<file path="config.mk">
export PLATFORM = sky130hd
export DESIGN_NAME = cp0h_hazard
export DESIGN_NICKNAME = d
export VERILOG_FILES = /design/src/common/cp0h_pkg.sv /design/src/rtl/cp0h_hazard.sv /design/src/rtl/cp0h_pend.sv
export VERILOG_INCLUDE_DIRS = /design/src /design/src/common
export SDC_FILE = /design/constraint.sdc
export NUM_CORES = 1
export LEC_CHECK = 0
export BUFFER_PORTS_ARGS = -buffer_cell sky130_fd_sc_hd__buf_2
export CORE_UTILIZATION = 60
export DETAILED_ROUTE_END_ITERATION = 10
export PLACE_DENSITY = 0.8
export SYNTH_ARGS = -nofsm -noshare
export SYNTH_HDL_FRONTEND = slang
export SYNTH_SLANG_ARGS = --single-unit
</file>
<file path="constraint.sdc">
create_clock -name sys_clk -period 8.2 [get_ports sys_clk]
set_clock_uncertainty 0.15 [all_clocks]
set_input_delay 1.64 -clock sys_clk [delete_from_list [all_inputs] [get_ports sys_clk]]
set_output_delay 1.64 -clock sys_clk [all_outputs]
set_load 0.01 [all_outputs]
</file>
<file path="src/common/cp0h_regs.svh">
// Function
// - a config write that makes the kernel segment uncached takes effect from the third instruction fetched after it.
// - a jump or branch directly after the tlb shutdown flag is set makes the core stall for some slots.
// - a status write that changes the privilege field and sets the exception or error level may run two instructions in the new mode.
// - exception_return reads saved pc at its source stage, two slots after a write to it; status it takes from the newest write.
// - tlb_probe writes the index register late, so a read of it needs two slots of spacing.
// - exceptions make spacing undefined, so pending writes settle at once when one is taken.
// - a tlb shutdown writes the tlb_shutdown_flag, complete at the event destination stage.
// - coprocessor and tlb operations interlock only for a branch right after a tlb shutdown; spacing alone resolves the rest.
`ifndef CP0H_REGS_SVH
`define CP0H_REGS_SVH
// ==========================================
// offsets
`define CP0H_ADDR_STATUS 8'h00
`define CP0H_ADDR_CONFIG 8'h04
`define CP0H_ADDR_INDEX 8'h08
`define CP0H_ADDR_EPC 8'h0C
// ==========================================
// fields
`define CP0H_ST_IE 0
`define CP0H_ST_EXL 1
`define CP0H_ST_ERL 2
`define CP0H_ST_KSU_LO 3
`define CP0H_ST_KSU_HI 4
`define CP0H_ST_TS 8
`define CP0H_CFG_K0_LO 0
`define CP0H_CFG_K0_HI 2
`define CP0H_K0_UNCACHED 3'h2
// ==========================================
// reset values
`define CP0H_ST_RST 32'h00000004
`define CP0H_CFG_RST 32'h00000003
`define CP0H_ZERO_RST 32'h00000000
// ==========================================
// stage numbers and branch stall length
`define CP0H_D_MOVE 3'h5
`define CP0H_D_PROBE 3'h6
`define CP0H_D_RET 3'h4
`define CP0H_D_EXC 3'h4
`define CP0H_D_TS_I 3'h2
`define CP0H_D_TS_D 3'h4
`define CP0H_S_MFROM 3'h3
`define CP0H_S_FETCH 3'h2
`define CP0H_S_RET 3'h2
`define CP0H_S_INT 3'h2
`define CP0H_BR_STALL 4'h3
`endif

</file>
<file path="src/common/cp0h_pkg.sv">
package cp0h_pkg;
   typedef enum logic [2:0] {
      CP0H_OP_ALU, CP0H_OP_BRANCH, CP0H_OP_LDST, CP0H_OP_PROBE,
      CP0H_OP_EXCEPTION_RETURN, CP0H_OP_EXC, CP0H_OP_SHUT_I, CP0H_OP_SHUT_D
   } cp0h_op_e;
   typedef struct packed {
      cp0h_op_e op;
      logic [31:0] data;
   } cp0h_issue_s;
endpackage : cp0h_pkg

</file>
<file path="src/rtl/cp0h_hazard.sv">
`timescale 1ns/1ps
`default_nettype none
`include "cp0h_regs.svh"
module cp0h_hazard (
   input wire logic sys_clk,
   input wire logic sys_ce,
   input wire logic resetn,
   input wire logic issue_valid,
   input wire cp0h_pkg::cp0h_issue_s issue,
   output logic issue_ready,
   input wire logic int_req,
   input wire logic [7:0] reg_addr,
   input wire logic [31:0] reg_wdata,
   input wire logic reg_wr,
   input wire logic reg_rd,
   output logic [31:0] reg_rdata,
   output logic fetch_uncached,
   output logic fetch_kernel,
   output logic int_take,
   output logic ret_valid,
   output logic [31:0] ret_pc
);
   // ==========================================
   // visibility: consumer sees the new value once enough slots passed
   function automatic logic vis(input logic pend, input logic [2:0] age, input logic [2:0] dst,
                                input logic [2:0] src);
      vis = !pend || (age >= 3'(dst - src - 3'h1));
   endfunction : vis

   logic accept, slot, is_br, is_ret, is_exc, is_probe, is_shut;
   logic st_load, epc_load, cfg_load, idx_load, ts_load, flush;
   logic [31:0] st_val, epc_val;
   logic [2:0] st_dst, epc_dst, idx_dst, ts_dst_in;
   logic ts_val;
   logic [31:0] st_arch, st_new, epc_arch, epc_new, cfg_arch, cfg_new, idx_arch, idx_new;
   logic [2:0] st_age, epc_age, cfg_age, idx_age, ts_age, st_dstq, epc_dstq, cfg_dstq, idx_dstq, ts_dstq;
   logic st_pend, epc_pend, cfg_pend, idx_pend, ts_pend, ts_arch, ts_new;
   logic [31:0] st_cur, st_fetch, st_int;
   logic rq4_case;
   logic [1:0] ksu_fetch;
   logic [3:0] stall_cnt_ff, nxt_stall_cnt;

   // bus strobes take the slot; only the stall of a branch right after a shutdown holds the issue port
   assign issue_ready = (stall_cnt_ff == 4'h0) && !reg_wr && !reg_rd;
   assign accept = issue_valid && issue_ready;
   assign slot = accept || reg_wr || reg_rd;
   assign is_br = accept && (issue.op == cp0h_pkg::CP0H_OP_BRANCH);
   assign is_ret = accept && (issue.op == cp0h_pkg::CP0H_OP_EXCEPTION_RETURN);
   assign is_exc = accept && (issue.op == cp0h_pkg::CP0H_OP_EXC);
   assign is_probe = accept && (issue.op == cp0h_pkg::CP0H_OP_PROBE);
   assign is_shut = accept && ((issue.op == cp0h_pkg::CP0H_OP_SHUT_I) || (issue.op == cp0h_pkg::CP0H_OP_SHUT_D));
   assign flush = is_exc;

   // ==========================================
   // load selection
   always_comb begin
      st_cur = st_pend ? st_new : st_arch;
      st_load = 1'b0;
      st_val = st_cur;
      st_dst = `CP0H_D_MOVE;
      if (reg_wr && (reg_addr == `CP0H_ADDR_STATUS)) begin
         st_load = 1'b1;
         st_val = reg_wdata;
         st_val[`CP0H_ST_TS] = 1'b0;
      end else if (is_exc) begin
         st_load = 1'b1;
         st_val[`CP0H_ST_EXL] = 1'b1;
         st_dst = `CP0H_D_EXC;
      end else if (is_ret) begin
         st_load = 1'b1;
         st_val[`CP0H_ST_EXL] = 1'b0;
         st_val[`CP0H_ST_ERL] = 1'b0;
         st_dst = `CP0H_D_RET;
      end
      epc_load = (reg_wr && (reg_addr == `CP0H_ADDR_EPC)) || is_exc;
      epc_val = is_exc ? issue.data : reg_wdata;
      epc_dst = is_exc ? `CP0H_D_EXC : `CP0H_D_MOVE;
      cfg_load = reg_wr && (reg_addr == `CP0H_ADDR_CONFIG);
      idx_load = (reg_wr && (reg_addr == `CP0H_ADDR_INDEX)) || is_probe;
      idx_dst = is_probe ? `CP0H_D_PROBE : `CP0H_D_MOVE;
      ts_load = is_shut || (reg_wr && (reg_addr == `CP0H_ADDR_STATUS));
      ts_val = is_shut ? 1'b1 : reg_wdata[`CP0H_ST_TS];
      ts_dst_in = `CP0H_D_MOVE;
      if (is_shut) ts_dst_in = (issue.op == cp0h_pkg::CP0H_OP_SHUT_I) ? `CP0H_D_TS_I : `CP0H_D_TS_D;
   end

   cp0h_pend #(.W(32), .RST(`CP0H_ST_RST)) u_status (
      .sys_clk(sys_clk), .resetn(resetn), .sys_ce(sys_ce), .step(slot), .flush(flush),
      .load(st_load), .load_val(st_val), .load_dst(st_dst),
      .arch_ff(st_arch), .new_ff(st_new), .age_ff(st_age), .dst_ff(st_dstq), .pend_ff(st_pend));
   cp0h_pend #(.W(32), .RST(`CP0H_ZERO_RST)) u_epc (
      .sys_clk(sys_clk), .resetn(resetn), .sys_ce(sys_ce), .step(slot), .flush(flush),
      .load(epc_load), .load_val(epc_val), .load_dst(epc_dst),
      .arch_ff(epc_arch), .new_ff(epc_new), .age_ff(epc_age), .dst_ff(epc_dstq), .pend_ff(epc_pend));
   cp0h_pend #(.W(32), .RST(`CP0H_CFG_RST)) u_config (
      .sys_clk(sys_clk), .resetn(resetn), .sys_ce(sys_ce), .step(slot), .flush(flush),
      .load(cfg_load), .load_val(reg_wdata), .load_dst(`CP0H_D_MOVE),
      .arch_ff(cfg_arch), .new_ff(cfg_new), .age_ff(cfg_age), .dst_ff(cfg_dstq), .pend_ff(cfg_pend));
   cp0h_pend #(.W(32), .RST(`CP0H_ZERO_RST)) u_index (
      .sys_clk(sys_clk), .resetn(resetn), .sys_ce(sys_ce), .step(slot), .flush(flush),
      .load(idx_load), .load_val(is_probe ? issue.data : reg_wdata), .load_dst(idx_dst),
      .arch_ff(idx_arch), .new_ff(idx_new), .age_ff(idx_age), .dst_ff(idx_dstq), .pend_ff(idx_pend));
   cp0h_pend #(.W(1), .RST(1'b0)) u_shutdown (
      .sys_clk(sys_clk), .resetn(resetn), .sys_ce(sys_ce), .step(slot), .flush(flush),
      .load(ts_load), .load_val(ts_val), .load_dst(ts_dst_in),
      .arch_ff(ts_arch), .new_ff(ts_new), .age_ff(ts_age), .dst_ff(ts_dstq), .pend_ff(ts_pend));

   // ==========================================
   // views seen by each consumer stage
   always_comb begin
      st_fetch = vis(st_pend, st_age, st_dstq, `CP0H_S_FETCH) ? st_cur : st_arch;
      st_int = vis(st_pend, st_age, st_dstq, `CP0H_S_INT) ? st_cur : st_arch;
      // new privilege leaks before the level bits land: a known window
      rq4_case = st_pend && (st_new[`CP0H_ST_EXL] || st_new[`CP0H_ST_ERL]) &&
                 (st_new[`CP0H_ST_KSU_HI:`CP0H_ST_KSU_LO] != st_arch[`CP0H_ST_KSU_HI:`CP0H_ST_KSU_LO]);
      ksu_fetch = rq4_case ? st_new[`CP0H_ST_KSU_HI:`CP0H_ST_KSU_LO] :
                  st_fetch[`CP0H_ST_KSU_HI:`CP0H_ST_KSU_LO];
   end

   // ==========================================
   // outputs and stall
   logic [31:0] rdata_ff, nxt_rdata, ret_pc_ff, nxt_ret_pc;
   logic fetch_unc_ff, nxt_fetch_unc, fetch_kern_ff, nxt_fetch_kern, int_take_ff, nxt_int_take;
   logic ret_valid_ff, nxt_ret_valid, last_shut_ff, nxt_last_shut;
   logic [31:0] cfg_fetch;
   always_comb begin
      nxt_rdata = 32'h00000000;
      nxt_ret_pc = ret_pc_ff;
      nxt_ret_valid = 1'b0;
      nxt_fetch_unc = fetch_unc_ff;
      nxt_fetch_kern = fetch_kern_ff;
      nxt_last_shut = last_shut_ff;
      nxt_stall_cnt = (stall_cnt_ff != 4'h0) ? 4'(stall_cnt_ff - 4'h1) : 4'h0;
      cfg_fetch = vis(cfg_pend, cfg_age, cfg_dstq, `CP0H_S_FETCH) ? (cfg_pend ? cfg_new : cfg_arch) : cfg_arch;
      nxt_int_take = int_req && st_int[`CP0H_ST_IE] && !st_int[`CP0H_ST_EXL] && !st_int[`CP0H_ST_ERL];
      if (reg_rd) begin
         case (reg_addr)
            `CP0H_ADDR_STATUS: begin
               nxt_rdata = vis(st_pend, st_age, st_dstq, `CP0H_S_MFROM) ? st_cur : st_arch;
               nxt_rdata[`CP0H_ST_TS] = vis(ts_pend, ts_age, ts_dstq, `CP0H_S_MFROM) && ts_pend ? ts_new : ts_arch;
            end
            `CP0H_ADDR_CONFIG: nxt_rdata = vis(cfg_pend, cfg_age, cfg_dstq, `CP0H_S_MFROM) && cfg_pend ? cfg_new : cfg_arch;
            `CP0H_ADDR_INDEX: nxt_rdata = vis(idx_pend, idx_age, idx_dstq, `CP0H_S_MFROM) && idx_pend ? idx_new : idx_arch;
            `CP0H_ADDR_EPC: nxt_rdata = vis(epc_pend, epc_age, epc_dstq, `CP0H_S_MFROM) && epc_pend ? epc_new : epc_arch;
            default: nxt_rdata = 32'h00000000;
         endcase
      end
      if (slot) begin
         nxt_fetch_unc = cfg_fetch[`CP0H_CFG_K0_HI:`CP0H_CFG_K0_LO] == `CP0H_K0_UNCACHED;
         nxt_fetch_kern = st_fetch[`CP0H_ST_EXL] || st_fetch[`CP0H_ST_ERL] || (ksu_fetch == 2'h0);
         nxt_last_shut = is_shut;
      end
      if (is_br && last_shut_ff) nxt_stall_cnt = `CP0H_BR_STALL;
      if (is_ret) begin
         nxt_ret_valid = 1'b1;
         nxt_ret_pc = vis(epc_pend, epc_age, epc_dstq, `CP0H_S_RET) && epc_pend ? epc_new : epc_arch;
      end
   end
   always_ff @(posedge sys_clk or negedge resetn) begin
      if (!resetn) begin
         rdata_ff <= 32'h00000000;
         ret_pc_ff <= 32'h00000000;
         ret_valid_ff <= 1'b0;
         fetch_unc_ff <= 1'b0;
         fetch_kern_ff <= 1'b1;
         int_take_ff <= 1'b0;
         last_shut_ff <= 1'b0;
         stall_cnt_ff <= 4'h0;
      end else if (sys_ce) begin
         rdata_ff <= nxt_rdata;
         ret_pc_ff <= nxt_ret_pc;
         ret_valid_ff <= nxt_ret_valid;
         fetch_unc_ff <= nxt_fetch_unc;
         fetch_kern_ff <= nxt_fetch_kern;
         int_take_ff <= nxt_int_take;
         last_shut_ff <= nxt_last_shut;
         stall_cnt_ff <= nxt_stall_cnt;
      end
   end
   assign reg_rdata = rdata_ff;
   assign fetch_uncached = fetch_unc_ff;
   assign fetch_kernel = fetch_kern_ff;
   assign int_take = int_take_ff;
   assign ret_valid = ret_valid_ff;
   assign ret_pc = ret_pc_ff;
endmodule : cp0h_hazard
`default_nettype wire

</file>
<file path="src/rtl/cp0h_pend.sv">
`timescale 1ns/1ps
`default_nettype none
module cp0h_pend #(
   parameter int W = 32,
   parameter logic [W-1:0] RST = '0
) (
   input wire logic sys_clk,
   input wire logic resetn,
   input wire logic sys_ce,
   input wire logic step,
   input wire logic flush,
   input wire logic load,
   input wire logic [W-1:0] load_val,
   input wire logic [2:0] load_dst,
   output logic [W-1:0] arch_ff,
   output logic [W-1:0] new_ff,
   output logic [2:0] age_ff,
   output logic [2:0] dst_ff,
   output logic pend_ff
);
   initial begin
      if (W < 1) $error("cp0h_pend: W must be positive");
   end
   logic [W-1:0] nxt_arch, nxt_new;
   logic [2:0] nxt_age, nxt_dst;
   logic nxt_pend;
   // ==========================================
   // pending write, ages one per issued slot
   always_comb begin
      nxt_arch = arch_ff;
      nxt_new = new_ff;
      nxt_age = age_ff;
      nxt_dst = dst_ff;
      nxt_pend = pend_ff;
      if (load) begin
         // older write retires first: a newer one replaces it
         if (pend_ff) nxt_arch = new_ff;
         nxt_new = load_val;
         nxt_age = 3'h0;
         nxt_dst = load_dst;
         nxt_pend = 1'b1;
      end else if (pend_ff && (flush || (step && (3'(age_ff + 3'h1) >= dst_ff)))) begin
         nxt_arch = new_ff;
         nxt_pend = 1'b0;
      end else if (pend_ff && step) begin
         nxt_age = 3'(age_ff + 3'h1);
      end
   end
   always_ff @(posedge sys_clk or negedge resetn) begin
      if (!resetn) begin
         arch_ff <= RST;
         new_ff <= RST;
         age_ff <= 3'h0;
         dst_ff <= 3'h0;
         pend_ff <= 1'b0;
      end else if (sys_ce) begin
         arch_ff <= nxt_arch;
         new_ff <= nxt_new;
         age_ff <= nxt_age;
         dst_ff <= nxt_dst;
         pend_ff <= nxt_pend;
      end
   end
endmodule : cp0h_pend
`default_nettype wire

</file>
Word-level counts from Yosys, hierarchy flattened
Cells that the tools add are included.
{ "word_totals": {"out_inout_bits": 69, "inputBits": 82, "regBits": 364, "wordCells": 262} }
{ "classes": {"magnitude_cmp": 13, "addsub": 22, "n_eq_ne": 19, "muxes": 72, "reduce_logical": 103} }
{ "op_table": {"columns": ["cell", "count"], "rows": [
  ["$mux W32", 20],
  ["$pmux W32 S4", 1],
  ["$mux W3", 20],
  ["$ge A3 B3 Y1", 13],
  ["$logic_and A1 B1 Y1", 38],
  ["$mux W29", 1],
  ["$reduce_and A2 Y1", 12],
  ["$reduce_and A3 Y1", 8],
  ["$sub A3 B1 Y3 const B", 8],
  ["$sub A3 B2 Y3 const B", 8],
  ["$mux W1", 23],
  ["$logic_or A1 B1 Y1", 22],
  ["$reduce_bool A2 Y1", 10],
  ["$eq A8 B4 Y1 const B", 2],
  ["$add A3 B1 Y3 const B", 5],
  ["$eq A3 B3 Y1 const B", 4],
  ["$ne A2 B2 Y1 const B", 5],
  ["$logic_not A1 Y1", 9],
  ["$eq A8 B3 Y1 const B", 1],
  ["$logic_not A8 Y1", 1],
  ["$mux W2", 4],
  ["$mux W4", 2],
  ["$eq A3 B2 Y1 const B", 2],
  ["$ne A2 B1 Y1 const B", 3],
  ["7 further kinds", 7]
]} }

Longest topological paths before layout
{ "logic_depth": {"depth_word": 11, "depth_mapped": 9, "mapped_depth_nobuf": 8} }

By module
Synthesis repeated with hierarchy kept, for this count alone.
{ "unflattened": {"cells_unflattened": 1579, "area_unflattened_um2": 19792.7} }
{ "modules_own_cells": {"columns": ["module", "instances", "cells_per_inst", "seq_area_each_um2", "area_each_um2"], "rows": [
  ["cp0h_hazard", 1, 811, 1828.0, 7447.1],
  ["cp0h_pend (u_epc ...)", 2, 180, 1776.7, 2951.6],
  ["cp0h_pend (u_config)", 1, 180, 1781.7, 2956.6],
  ["cp0h_pend (u_status)", 1, 180, 1779.2, 2954.1],
  ["cp0h_pend (u_shutdown)", 1, 48, 225.2, 531.8]
]} }

Least setup slack after synthesis
OpenSTA, ideal clock, no wires.
{ "synth_path": {"path_kind": "input to register", "start": "input port reg_rd", "end": "register u_index.arch_ff[10]", "setup_time_ns": 0.125, "path_slack_ns": 4.215, "arrival_time_ns": 3.710, "path_stages": 7, "cell_sequence": "clkbuf_1 -> or3b_2 -> or4b_1 -> buf_2 -> a311oi_4 -> buf_6 -> mux2_2"} }
{ "synth_between": {"elab_chain_cells": 10, "word_cells_on_any_way": 15, "cone_classes": "eq/ne (1); mux (1); reduce/logical (13)"} }
{ "synth_rtl": {"columns": ["element", "line_no", "rtl"], "rows": [
  ["start, declared", "cp0h_hazard.sv:15", "input wire logic reg_rd,"],
  ["$logic_not A1 Y1", "cp0h_hazard.sv:44", "assign issue_ready = (stall_cnt_ff == 4'h0) && !reg_wr && !reg_rd;"],
  ["$logic_and A1 B1 Y1", "cp0h_hazard.sv:44", null],
  ["$logic_and A1 B1 Y1", "cp0h_hazard.sv:45", "assign accept = issue_valid && issue_ready;"],
  ["$logic_or A1 B1 Y1 (2 in a row)", "cp0h_hazard.sv:46", "assign slot = accept || reg_wr || reg_rd;"],
  ["$logic_and A1 B1 Y1", "cp0h_pend.sv:42", "end else if (pend_ff && (flush || (step && (3'(age_ff + 3'h1) >= dst_ff)))) begin"],
  ["$logic_or A1 B1 Y1", "cp0h_pend.sv:42", null],
  ["$logic_and A1 B1 Y1", "cp0h_pend.sv:42", null],
  ["$reduce_bool A2 Y1 (no line)", null, null],
  ["$reduce_and A3 Y1 (no line)", null, null],
  ["end signal, assigned", "cp0h_pend.sv:57", "arch_ff <= nxt_arch;"],
  ["end, declared", "cp0h_pend.sv:15", "output logic [W-1:0] arch_ff,"]
]} }
Parallel ways exist; a longest one is shown, timed or not.
A chain may end at the register's enable or synchronous reset.

Final worst setup path
{ "layout_path": {"start": "input port reg_wr", "end": "register u_index.arch_ff[6]"} }
{ "layout_between": {"elab_chain_cells": 11, "word_cells_on_any_way": 17, "cone_classes": "eq/ne (1); mux (1); reduce/logical (15)"} }
{ "layout_rtl": {"columns": ["element", "line_no", "rtl"], "rows": [
  ["start, declared", "cp0h_hazard.sv:14", "input wire logic reg_wr,"],
  ["$logic_not A1 Y1", "cp0h_hazard.sv:44", null],
  ["$logic_and A1 B1 Y1 (2 in a row)", "cp0h_hazard.sv:44", null],
  ["$logic_and A1 B1 Y1", "cp0h_hazard.sv:45", null],
  ["$logic_or A1 B1 Y1 (2 in a row)", "cp0h_hazard.sv:46", null],
  ["$logic_and A1 B1 Y1", "cp0h_pend.sv:42", null],
  ["$logic_or A1 B1 Y1", "cp0h_pend.sv:42", null],
  ["$logic_and A1 B1 Y1", "cp0h_pend.sv:42", null],
  ["$reduce_bool A2 Y1 (no line)", null, null],
  ["$reduce_and A3 Y1 (no line)", null, null]
]} }
Parallel ways exist; a longest one is shown, timed or not.

==> qor.csv <==
stage,metric,value,unit
status,status,completed,
setup_path,Worst Path Required,8.45,ns
yosys,synthesized area,17900,um^2
clock_tree,Root Buffer,clkbuf_16,
sta,"Period Utilization, post-route",58.4,%
die,Die Y,175,um
yosys,largest cells by area after synthesis,"dfrtp_1 (49%), mux2_2 (12%), mux2i_1 (4.3%)",
setup_path,RR Endpoint,u_index.arch_ff[6]$_DFFE_PN0P_,
global_route,gr usage total,34.8,%
sta,Rel. slew slack,16.1,%
global_route,vias in the first global route,14900,
yosys,Netlist cell types,65,
job,maxcap violations,0,
place,cell total after placement,2122,
die,Rows,62,
clock_tree,"Clk Latency, worst-skew pair",0.53,ns
power,VDD IR max,0.181,mV
sta,Worst-Margin Slew,1.26,ns
sta,final setup vio count,0,
setup_path,r2r setup slk,4.09,ns
setup_path,WS Path Type,primary input to flop,
yosys,average cell area after synthesis,10.6,um^2
place,DP Wirelength,31800,um
routing,Wirelength per Cell,24.1,um
setup_path,crit end category,flop,
place,GPL Wtd Cong,0.888,
yosys,Yosys top cell by area,dfrtp_1,
die,Starting Density,61.7,%
yosys,share of Yosys cell area claimed by the top area cell type,49.3,%
finish,Final Util,69.7,%
setup_path,Worst setup SP type,primary input,
setup_path,FF-to-FF path depth,6,
clock_tree,maximum clock path buffer count,3,
routing,first-pass detailed-route iteration total,6,
die,core area,29000,um^2
routing,vias,14900,
yosys,Mapped Cells,1688,
setup_path,CP cell instances,buf_2 > or3b_2 > or4b_2 > buf_4 > a311oi_4 > buf_4 > mux2_2,
clock_tree,TritonCTS Sinks,360,
global_route,largest net degree at the start of global routing,195,
finish,share of layout cells above drive strength 1,25.9,%
setup_path,RR Startpoint,stall_cnt_ff[1]$_DFFE_PN0P_,
setup_path,Critical Path Max Stage Delay,0.92,ns
routing,final antenna-violating net count,0,
sta,setup repair after global routing missed its margin,false,
clock_tree,hold_buf cts,0,
finish,final std cells w/o fill,2192,
routing,DRC,0,
yosys,sequential-to-total area share from yosys stat,50.4,%
global_route,initial antenna violation count,2,
clock_tree,cts repair resizes,0,
global_route,GRT overflow,0,
clock_tree,H-tree Lvls,2,
yosys,syn nets,1805,
power,Leak,9.25,nW
sta,Hold Fails Final Rpt,0,
yosys,most frequent cell after synthesis,dfrtp_1,
die,die area,30500,um^2
place,Port Buffers,150,
setup_path,CP most frequent cell,buf_4,
clock_tree,CTS tree,built,
setup_path,crit path launch,reg_wr,
clock_tree,CTS Buf Count,38,
routing,vias per cell,6.80,
power,power per cell area,246,nW/um^2
sta,Final Slew Violations,0,
yosys,prevailing post-synth register cell,dfrtp_1,
finish,Synth-to-Final Area Change,13.0,%
sta,Tmin final,4.79,ns
setup_path,last element of the critical path,u_index.arch_ff[6]$_DFFE_PN0P_,
global_route,first-pass GRT wire length,82500,um
yosys,Post-synth EDFFs,0,
setup_path,CP max-delay cell,a311oi_4,
sta,f_max,0.209,GHz
sta,setup tns final,0,ns
routing,Iter 0 DRT Violations,1813,
setup_path,Worst EP arrival,5.04,ns
finish,Layout Nets,1895,
die,IO Pins,151,
worst_hold_path,Hold/Removal Path Class,flop to flop,
setup_path,crit path max fanout,40,
yosys,Yosys warnings,0,
die,chip width,175,um
clock_tree,CTS clock-pin slew for the worst setup and hold paths,0.06,ns
yosys,synth cell count leaders,"dfrtp_1 (353), mux2_2 (189), o21ai_0 (139)",
routing,final wirelength,52700,um
yosys,"flops & latches, synth",360,
yosys,async set-reset flop share out of synthesis,100,%
clock_tree,"Setup Fix Bufs, Post-CTS",0,
worst min path at each step:
stage,from,to,slack [ns],depth (start not counted)
CTS,fetch_kernel$_DFFE_PN1P_,fetch_kernel$_DFFE_PN1P_,0.33,2
finish,fetch_kernel$_DFFE_PN1P_,fetch_kernel$_DFFE_PN1P_,0.32,2
global placement,u_status.dst_ff[2]$_DFFE_PN0P_,u_status.dst_ff[2]$_DFFE_PN0P_,0.31,2
global route,fetch_kernel$_DFFE_PN1P_,fetch_kernel$_DFFE_PN1P_,0.35,2
detailed placement,fetch_kernel$_DFFE_PN1P_,fetch_kernel$_DFFE_PN1P_,0.32,2
floorplan,u_epc.dst_ff[2]$_DFFE_PN0P_,u_epc.dst_ff[2]$_DFFE_PN0P_,0.30,2
power by group:
group | internal, mW | switching [mW]
registers | 2.08 | 0.247
clock network | 1.03 | 0.711
logic | 0.419 | 0.484
registers in the layout (all words and copies together) (netlist names), 31 cells and up:
register and flops:
reg_rdata 32, ret_pc 32, u_config.arch_ff 32, u_config.new_ff 32, u_epc.arch_ff 32, u_epc.new_ff 32, u_index.arch_ff 32, u_index.new_ff 32
u_status.arch_ff 31, u_status.new_ff 31
per-layer routing:
| metal | GRT usage [%] | share of wire [%] | wire (um) |
|---|---|---|---|
| met1 | 45.7 | 39 | 20300 |
| met2 | 54.9 | 46 | 24400 |
| met3 | 6.98 | 10 | 5380 |
| met4 | 17.6 | 4.8 | 2540 |
| met5 | 0.962 | 0.080 | 42 |
cells in the final DEF (no fill, tap or decap), drive strengths merged, types with 5 or more instances in the layout:
master | synthesis | layout
a21o | 9 | 9
a21oi | 138 | 138
a22oi | 27 | 27
a2bb2oi | 29 | 29
a31oi | 37 | 37
and2 | 6 | 6
buf | 28 | 180
clkbuf | 102 | 63
dfrtp | 353 | 353
dfstp | 7 | 7
ha | 35 | 35
inv | 28 | 29
mux2 | 189 | 189
mux2i | 77 | 77
nand2 | 36 | 36
nand2b | 10 | 10
nand3 | 97 | 97
nand4 | 14 | 14
nor2 | 124 | 124
nor3 | 14 | 14
nor4 | 5 | 5
o211ai | 32 | 32
o21a | 6 | 6
o21ai | 142 | 142
o221ai | 8 | 8
o22ai | 63 | 63
or2 | 6 | 6
xor2 | 5 | 5
logic make-up (layout without fill, tap and decap cells):
group,Yosys count,after routing,synth area share (%)
compound gates,522,522,17.9
xor+xnor,5,5,0.245
fa+ha+maj,35,35,2.45
buf+inv,158,277,3.54
flops,360,360,50.4
mux,266,266,16.2
other cells,0,1,0
simple gates,342,342,9.35
metrics by stage:
stage                     worst slack, ns  total power [mW]  area (um^2)  hold slack [ns]
final                                3.41              4.98        20200            0.321
after detailed placement             2.91              3.24        19000            0.316
after global routing                 3.28              5.18        20200            0.353
after floorplan                      4.22              2.89        17900            0.298
after CTS                            3.45              4.98        20200            0.325
after global placement               2.95              3.17        19000            0.312
critical path, delay by kind of cell:
family	cells	cell delay, ns
AO/OA/AOI/OAI	1	0.92
buffers and inverters	3	0.93
multiplexers	1	0.37
AND/OR/NAND/NOR	2	1.15
layout make-up:
class,instances,area [um^2]
Antenna cell,1,2.50
Clock buffer,63,1210
Clock inverter,6,58.8
Fill cell,2131,8780
Inverter,28,105
Multi-Input combinational cell,1170,8360
Sequential cell,360,9020
Tap cell,384,480
Timing Repair Buffer,180,998
(Power assumes the default switching activity.)
